File: config.mk
export PLATFORM = sky130hd
export DESIGN_NAME = rlc_ctrl
export DESIGN_NICKNAME = d
export VERILOG_FILES = /design/src/verilog/rlc_pkg.sv /design/src/verilog/rlc_ctrl.sv
export VERILOG_INCLUDE_DIRS = /design/src /design/src/verilog
export SDC_FILE = /design/constraint.sdc
export NUM_CORES = 1
export LEC_CHECK = 0
export BUFFER_PORTS_ARGS = -buffer_cell sky130_fd_sc_hd__buf_2
export CORE_ASPECT_RATIO = 0.7
export CORE_MARGIN = 2
export CORE_UTILIZATION = 42
export DETAILED_ROUTE_END_ITERATION = 10
export PLACE_DENSITY_LB_ADDON = 0.3
export SLEW_MARGIN = 0
export SYNTH_ARGS = -nofsm -noshare
export SYNTH_HDL_FRONTEND = slang
export SYNTH_SLANG_ARGS = --single-unit
File: constraint.sdc
create_clock -name mclk -period 3.6 [get_ports mclk]
set_clock_uncertainty 0.15 [all_clocks]
set_input_delay 0.36 -clock mclk [delete_from_list [all_inputs] [get_ports mclk]]
set_output_delay 0.36 -clock mclk [all_outputs]
set_load 0.01 [all_outputs]
File: src/verilog/rlc_params.svh
`ifndef RLC_PARAMS_SVH
`define RLC_PARAMS_SVH

// Register word addresses (byte offsets on APB)
`define RLC_ADDR_REF_A      12'h000
`define RLC_ADDR_REF_LEVEL  12'h004
`define RLC_ADDR_CMP1_A     12'h008
`define RLC_ADDR_CMP1_B     12'h00C
`define RLC_ADDR_CMP2_A     12'h010
`define RLC_ADDR_CMP2_B     12'h014
`define RLC_ADDR_CMP_OUT    12'h018
`define RLC_ADDR_CMP_FLAG   12'h01C

// Reference control A fields
`define RLC_BIT_LADDER_ON   7
`define RLC_BIT_PIN_DRIVE   5
`define RLC_BIT_HSRC_HI     3
`define RLC_BIT_HSRC_LO     2
`define RLC_REF_A_MASK      8'hA_C

// Comparator control A fields
`define RLC_BIT_CMP_ON      7
`define RLC_BIT_CMP_RES     6
`define RLC_BIT_CMP_INV     4
`define RLC_BIT_CMP_SPEED   2
`define RLC_BIT_CMP_HYS     1
`define RLC_BIT_CMP_SYNC    0
`define RLC_CMP_A_MASK      8'h9_7
`define RLC_CMP_A_RESET     8'h0_4

// Comparator control B fields
`define RLC_BIT_RISE_EN     7
`define RLC_BIT_FALL_EN     6
`define RLC_BIT_PLUS_HI     5
`define RLC_BIT_PLUS_LO     4
`define RLC_BIT_MINUS_HI    2
`define RLC_BIT_MINUS_LO    0
`define RLC_CMP_B_MASK      8'hF_7

`define RLC_LEVEL_MASK      8'h1_F
`define RLC_NUM_CMP         2

`endif

File: src/verilog/rlc_pkg.sv
package rlc_pkg;
  typedef enum logic [1:0] {
    RLC_HSRC_SUPPLY = 2'h0,
    RLC_HSRC_PIN    = 2'h1,
    RLC_HSRC_TAP2   = 2'h2,
    RLC_HSRC_RSVD   = 2'h3
  } rlc_hsrc_t;

  typedef enum logic [1:0] {
    RLC_PLUS_PIN    = 2'h0,
    RLC_PLUS_LADDER = 2'h1,
    RLC_PLUS_TAP2   = 2'h2,
    RLC_PLUS_GND    = 2'h3
  } rlc_plus_t;

  // APB request and answer carriers
  typedef struct packed {
    logic        psel;
    logic        penable;
    logic        pwrite;
    logic [11:0] paddr;
    logic [31:0] pwdata;
  } rlc_apb_req_t;

  typedef struct packed {
    logic        pready;
    logic        pslverr;
    logic [31:0] prdata;
  } rlc_apb_rsp_t;

  // Analog-side controls of the reference ladder
  typedef struct packed {
    logic       ladder_on;
    logic       ref_pin_drive;
    rlc_hsrc_t  ref_high_source_sel;
    logic [4:0] level_code;
  } rlc_ladder_ctl_t;

  // Per-comparator analog-side controls
  typedef struct packed {
    logic       cmp_on;
    logic       speed;
    logic       hyst;
    rlc_plus_t  cmp_plus_sel;
    logic [2:0] cmp_minus_sel;
  } rlc_cmp_ctl_t;

  typedef struct packed {
    logic [7:0] ref_a;
    logic [7:0] ref_level;
    logic [1:0][7:0] cmp_a;
    logic [1:0][7:0] cmp_b;
    logic [1:0] latched;
    logic [1:0] synced;
    logic [1:0] tclk_prev;
    logic [1:0] prev_res;
    logic [1:0] flag;
  } rlc_state_t;
endpackage : rlc_pkg

File: src/verilog/rlc_ctrl.sv
// The placing of the registers and register access over APB were left to the implementer.
`timescale 1ns/10ps
`default_nettype none
`include "rlc_params.svh"

module rlc_ctrl (
  input  wire logic                     mclk,
  input  wire logic                     sys_rst,
  input  wire rlc_pkg::rlc_apb_req_t    apb_req,
  output      rlc_pkg::rlc_apb_rsp_t    apb_rsp,
  input  wire logic                     instr_cycle,
  input  wire logic [1:0]               cmp_decision,
  input  wire logic [1:0]               timer_clk,
  input  wire logic [1:0]               cmp_pin_direction,
  input  wire logic                     ref_pin_in,
  output      rlc_pkg::rlc_ladder_ctl_t ladder_ctl,
  output      logic                     ref_out_pin_oe,
  output      logic                     ref_out_pin_pullup_en,
  output      logic                     ref_out_pin_input_en,
  output      logic                     ref_pin_read,
  output      rlc_pkg::rlc_cmp_ctl_t [1:0] cmp_ctl,
  output      logic [1:0]               cmp_result_synced,
  output      logic [1:0]               cmp_result_raw,
  output      logic [1:0]               cmp_pin_out,
  output      logic [1:0]               cmp_pin_oe,
  output      logic [1:0]               cmp_event_flag
);
  import rlc_pkg::*;

  rlc_state_t s_q;
  rlc_state_t s_d;

  logic        wr_en;
  logic        rd_en;
  logic        addr_ok;
  logic [7:0]  rd_byte;
  logic [1:0]  raw;

  function automatic logic addr_hit(input logic [11:0] a);
    begin
      addr_hit = (a == `RLC_ADDR_REF_A) || (a == `RLC_ADDR_REF_LEVEL) ||
                 (a == `RLC_ADDR_CMP1_A) || (a == `RLC_ADDR_CMP1_B) ||
                 (a == `RLC_ADDR_CMP2_A) || (a == `RLC_ADDR_CMP2_B) ||
                 (a == `RLC_ADDR_CMP_OUT) || (a == `RLC_ADDR_CMP_FLAG);
    end
  endfunction : addr_hit

  // Zero-wait APB slave: every access completes in its first access cycle
  assign addr_ok = addr_hit(apb_req.paddr);
  assign wr_en   = apb_req.psel && apb_req.penable && apb_req.pwrite;
  assign rd_en   = apb_req.psel && apb_req.penable && !apb_req.pwrite;

  // Raw decision is polarity-corrected and never latched
  always_comb begin
    for (int i = 0; i < `RLC_NUM_CMP; i++) begin
      raw[i] = s_q.cmp_a[i][`RLC_BIT_CMP_ON] &&
               (cmp_decision[i] ^ s_q.cmp_a[i][`RLC_BIT_CMP_INV]);
    end
  end

  always_comb begin
    rd_byte = 8'h0_0;
    unique case (apb_req.paddr)
      `RLC_ADDR_REF_A:     rd_byte = s_q.ref_a;
      `RLC_ADDR_REF_LEVEL: rd_byte = s_q.ref_level;
      `RLC_ADDR_CMP1_A:    rd_byte = {s_q.cmp_a[0][7], s_q.latched[0], s_q.cmp_a[0][5:0]};
      `RLC_ADDR_CMP1_B:    rd_byte = s_q.cmp_b[0];
      `RLC_ADDR_CMP2_A:    rd_byte = {s_q.cmp_a[1][7], s_q.latched[1], s_q.cmp_a[1][5:0]};
      `RLC_ADDR_CMP2_B:    rd_byte = s_q.cmp_b[1];
      `RLC_ADDR_CMP_OUT:   rd_byte = {6'h0_0, s_q.latched};
      `RLC_ADDR_CMP_FLAG:  rd_byte = {6'h0_0, s_q.flag};
      default:             rd_byte = 8'h0_0;
    endcase
  end

  always_comb begin
    apb_rsp.pready  = 1'b1;
    apb_rsp.pslverr = apb_req.psel && apb_req.penable && !addr_ok;
    apb_rsp.prdata  = (rd_en && addr_ok) ? {24'h00_0000, rd_byte} : 32'h0000_0000;
  end

  always_comb begin
    logic edge_rise;
    logic edge_fall;
    logic set_ev;
    edge_rise = 1'b0;
    edge_fall = 1'b0;
    set_ev    = 1'b0;
    s_d = s_q;
    // Sleep has no effect here; control registers keep value until reset or write
    if (wr_en) begin
      unique case (apb_req.paddr)
        `RLC_ADDR_REF_A:     s_d.ref_a = apb_req.pwdata[7:0] & `RLC_REF_A_MASK;
        `RLC_ADDR_REF_LEVEL: s_d.ref_level = apb_req.pwdata[7:0] & `RLC_LEVEL_MASK;
        `RLC_ADDR_CMP1_A:    s_d.cmp_a[0] = apb_req.pwdata[7:0] & `RLC_CMP_A_MASK;
        `RLC_ADDR_CMP1_B:    s_d.cmp_b[0] = apb_req.pwdata[7:0] & `RLC_CMP_B_MASK;
        `RLC_ADDR_CMP2_A:    s_d.cmp_a[1] = apb_req.pwdata[7:0] & `RLC_CMP_A_MASK;
        `RLC_ADDR_CMP2_B:    s_d.cmp_b[1] = apb_req.pwdata[7:0] & `RLC_CMP_B_MASK;
        default: ;
      endcase
    end
    for (int i = 0; i < `RLC_NUM_CMP; i++) begin
      if (instr_cycle) begin
        s_d.latched[i] = raw[i];
      end
      s_d.tclk_prev[i] = timer_clk[i];
      if (s_q.tclk_prev[i] && !timer_clk[i]) begin
        s_d.synced[i] = s_q.latched[i];
      end
      s_d.prev_res[i] = s_q.latched[i];
      edge_rise = s_q.latched[i] && !s_q.prev_res[i];
      edge_fall = !s_q.latched[i] && s_q.prev_res[i];
      set_ev = (edge_rise && s_q.cmp_b[i][`RLC_BIT_RISE_EN]) ||
               (edge_fall && s_q.cmp_b[i][`RLC_BIT_FALL_EN]);
      // Write-one-to-clear; a new edge in the same cycle wins
      if (wr_en && apb_req.paddr == `RLC_ADDR_CMP_FLAG && apb_req.pwdata[i]) begin
        s_d.flag[i] = 1'b0;
      end
      if (set_ev) begin
        s_d.flag[i] = 1'b1;
      end
    end
  end

  always_ff @(posedge mclk or posedge sys_rst) begin
    if (sys_rst) begin
      s_q <= '{ref_a: 8'h0_0, ref_level: 8'h0_0,
               cmp_a: {`RLC_CMP_A_RESET, `RLC_CMP_A_RESET},
               cmp_b: 16'h0000, latched: 2'h0, synced: 2'h0,
               tclk_prev: 2'h0, prev_res: 2'h0, flag: 2'h0};
    end else begin
      s_q <= s_d;
    end
  end

  // Analog controls; low end of the ladder has no selector at all
  always_comb begin
    ladder_ctl.ladder_on           = s_q.ref_a[`RLC_BIT_LADDER_ON];
    ladder_ctl.ref_pin_drive       = s_q.ref_a[`RLC_BIT_PIN_DRIVE];
    ladder_ctl.ref_high_source_sel =
      rlc_hsrc_t'(s_q.ref_a[`RLC_BIT_HSRC_HI:`RLC_BIT_HSRC_LO]);
    ladder_ctl.level_code          = s_q.ref_level[4:0];
    for (int i = 0; i < `RLC_NUM_CMP; i++) begin
      cmp_ctl[i].cmp_on = s_q.cmp_a[i][`RLC_BIT_CMP_ON];
      cmp_ctl[i].speed  = s_q.cmp_a[i][`RLC_BIT_CMP_SPEED];
      cmp_ctl[i].hyst   = s_q.cmp_a[i][`RLC_BIT_CMP_HYS];
      cmp_ctl[i].cmp_plus_sel =
        rlc_plus_t'(s_q.cmp_b[i][`RLC_BIT_PLUS_HI:`RLC_BIT_PLUS_LO]);
      cmp_ctl[i].cmp_minus_sel =
        s_q.cmp_b[i][`RLC_BIT_MINUS_HI:`RLC_BIT_MINUS_LO];
    end
  end

  // Routed pin loses its digital functions
  assign ref_out_pin_oe        = 1'b0;
  assign ref_out_pin_pullup_en = !s_q.ref_a[`RLC_BIT_PIN_DRIVE];
  assign ref_out_pin_input_en  = !s_q.ref_a[`RLC_BIT_PIN_DRIVE];
  assign ref_pin_read = ref_pin_in && !s_q.ref_a[`RLC_BIT_PIN_DRIVE];

  always_comb begin
    for (int i = 0; i < `RLC_NUM_CMP; i++) begin
      cmp_result_synced[i] = s_q.cmp_a[i][`RLC_BIT_CMP_SYNC] ? s_q.synced[i]
                                                             : s_q.latched[i];
      cmp_result_raw[i]    = raw[i];
      cmp_pin_oe[i]  = !cmp_pin_direction[i] && s_q.cmp_a[i][`RLC_BIT_CMP_ON];
      cmp_pin_out[i] = cmp_pin_oe[i] && cmp_result_synced[i];
    end
  end

  assign cmp_event_flag = s_q.flag;
endmodule : rlc_ctrl

`default_nettype wire

==> impl_metrics.ini <==
[status]
status = completed

[global_route]
grt_pass1_wl_mm = 9.14
grt_usage = 0.170
gr-usage-met1 = 0.257
met2_usage = 0.239
grt_start_max_net_pins = 44
overflow = 0
grt_pass1_vias = 1723
use_met3 = 0.0410
grt_antenna_before_repair = 0
top_usage_layer = met1

[min_path]
hold_path_class = in2async

[sta]
drv_slew = 0
tightest_slew_ns = 0.555
hold_violations = 0
relSlewSlack = 0.628
setup_violations = 0
holdWs_ns = 0.0254
max_freq_ghz = 0.403
finalSetupTns_ns = 0
fin_crit_sh = 0.689
finalCriticalPeriod_ns = 2.48
rsz0062_at_grt = false

[logic_synthesis]
yosys_warnings = 0
yosysTopAreaCell = dfrtp_1
syn_area_mm2 = 0.00264
ys_async_sr_fraction = 1.00
yosys-top-cells-area = dfrtp_1 39%, mux2_2 16%, buf_4 15%, mux2_4 2.8%, mux2i_1 2.3%
synth-seq-cells = 43
ys.flop_type = dfrtp_1
synth_edf_count = 0
netlist_instances = 233
seq_area_frac_synth = 0.409
netlist.area_leader.share = 0.389
ys_types = 43
syn_avg_cell_area_um2 = 11.3

[placed_design]
dp_hpwl_mm = 4.30
routabilityCongestion = 0.797
numPortBuffers = 79
placed_area_mm2 = 0.00278

[clock_tree]
cts_root_buf = clkbuf_8
clk_latency_ns = 0.30
cts_buffer_depth = 2
cts_tree = built
cts_hold_buf = 0
cts-resized-gates = 0
numCtsBuffers = 5
cts_setup_buffers = 0
clk_pin_slew_ns = 0.08
clock_sinks = 43
cts.htree.levels = 2

[floorplanning]
rows = 24
core-area_mm2 = 0.00616
die_h_um = 70.3
start_util = 0.428
die-width_um = 98.7
io_pins = 130
die_area_mm2 = 0.00693

[detailed_routing]
dr.pass1.iters = 4
remaining_drc_errors = 0
vias_per_cell = 4.95
vias = 1792
antenna_left = 0
totalWireLength_mm = 5.68
wl_per_cell_um = 15.7
initialDrtViolationCount = 114

[setup_path]
worstSetupPathType = in2out
crit_top_cell = buf_2
setup.worst_path.end_class = output port
r2r_slack_ns = 2.34
critical-path-max-stage-delay_ns = 0.48
crit_arrival_ns = 1.97
required_ns = 3.09
crit_fanout = 6
path_cells = buf_2 > nor4_4 > nand3_1 > or3_1 > nor3_1 > buf_2
crit_path_top_delay_cell = or3_1
worst_setup_path_start_kind = input pin

[cells_and_area]
design_area_mm2 = 0.00288
syn2layout_area_growth_pct = 9.45
n_antenna_cell = 0
n_fill_cell = 600
final_layout_size_suffix_gt1_frac = 0.500
fin_nets = 340

[pwr]
vdd_drop_max_uv = 136
p_leak_nw = 1.53
power.density_mw_per_mm2 = 316

[run]
maxCapViolCount = 0
-- per-stage QoR --
step           total power [mW]   util  setup slack (ns)  instances
2_1_floorplan             0.561      -              1.39        257
3_3_place_gp              0.574  0.452              1.14        354
3_5_place_dp              0.575  0.452              1.13        354
4_1_cts                   0.925  0.468              1.12        362
5_1_grt                   0.954  0.468             0.945        362
6_report                  0.911  0.468              1.12        362
-- report_power, final --
part / total, mW / internal [mW] / switching [mW]
logic: 0.0804 / 0.0258 / 0.0546
clock network: 0.345 / 0.175 / 0.170
registers: 0.485 / 0.484 / 0.000638
total: 0.911 / 0.685 / 0.225
-- cell usage in the layout (no fill, tap or decap), drive strengths merged, types with 3 or more instances in the layout --
cell type  Yosys  routed
nor2b          7       7
or3            3       3
nand3          5       5
clkbuf         4       8
and2           4       4
a31oi          3       3
nand2b         3       3
buf           57      80
dfrtp         41      41
nor2           8       8
inv            4       4
mux2          43      43
mux2i          6       6
nand2          8       8
conb           2      26
-- cell usage after synthesis, types with 2 or more instances --
| cell | count |
|---|---|
| buf_4 | 54 |
| dfrtp_1 | 41 |
| mux2_2 | 38 |
| nand2_1 | 8 |
| nor2b_1 | 7 |
| mux2i_1 | 6 |
| nor2_1 | 6 |
| mux2_4 | 5 |
| nand3_1 | 5 |
| and2_1 | 4 |
| clkbuf_1 | 4 |
| inv_1 | 4 |
| a31oi_1 | 3 |
| nand2b_1 | 3 |
| a2111oi_0 | 2 |
| a21oi_1 | 2 |
| a221oi_1 | 2 |
| buf_2 | 2 |
| conb_1 | 2 |
| dfstp_2 | 2 |
| mux4_2 | 2 |
| nand3b_1 | 2 |
| nand4_2 | 2 |
| nor2_2 | 2 |
| o211ai_1 | 2 |
| o21ai_0 | 2 |
| o22a_1 | 2 |
| or3_1 | 2 |
| or4_1 | 2 |
| xor2_1 | 2 |
-- cells by family (layout without fill, tap and decap cells) --
| group | after synthesis | after routing | share of synthesized area |
|---|---|---|---|
| muxes | 51 | 51 | 0.231 |
| DFF | 43 | 43 | 0.409 |
| xor gates and xnor gates | 2 | 2 | 0.00665 |
| AOI/OAI and AO/OA | 19 | 19 | 0.0518 |
| and+or+nand+nor | 51 | 51 | 0.125 |
| other | 2 | 26 | 0.00285 |
| buffers and inverters | 65 | 92 | 0.173 |
-- final cells by class --
cell class / count / area (µm²) / share of cell area
repair buffers: 80 / 403 / 0.140
well taps: 78 / 97.6 / 0.0338
flip-flops and latches: 43 / 1080 / 0.374
multi-input cells: 149 / 1190 / 0.413
clock buffers: 8 / 100 / 0.0347
inverters: 4 / 15.0 / 0.00521
-- per-layer routing --
layer | up-vias | part of all wire
met1 | 877 | 0.49
met5 | - | 0
met3 | 10 | 0.069
met2 | 66 | 0.43
li1 | 839 | -
met4 | 0 | 0.014
-- flip-flops by register name, summed over array words and instances (netlist names) --
signal and cells:
cmp_ctl 16, s_q 14, ladder_ctl 9, cmp_event_flag 2, s_d 2
-- critical path, delay by kind of cell --
kind | cells | cell delay [ns]
buffers and inverters | 2 | 0.30
and+or+nand+nor | 4 | 1.31
-- worst paths after layout --
check,start,to,depth (start not counted)
setup / recovery,apb_req[41],apb_rsp[6],6
hold / removal,sys_rst,cmp_ctl[0],3
setup reg to reg,s_q[38],s_d[3],3
hold reg to reg,s_q[7],s_q[7],1
max in group asynchronous,sys_rst,s_q[6],3
min in group mclk,timer_clk[1],s_q[5],1
Note: power is estimated with default switching activity, not from simulation.
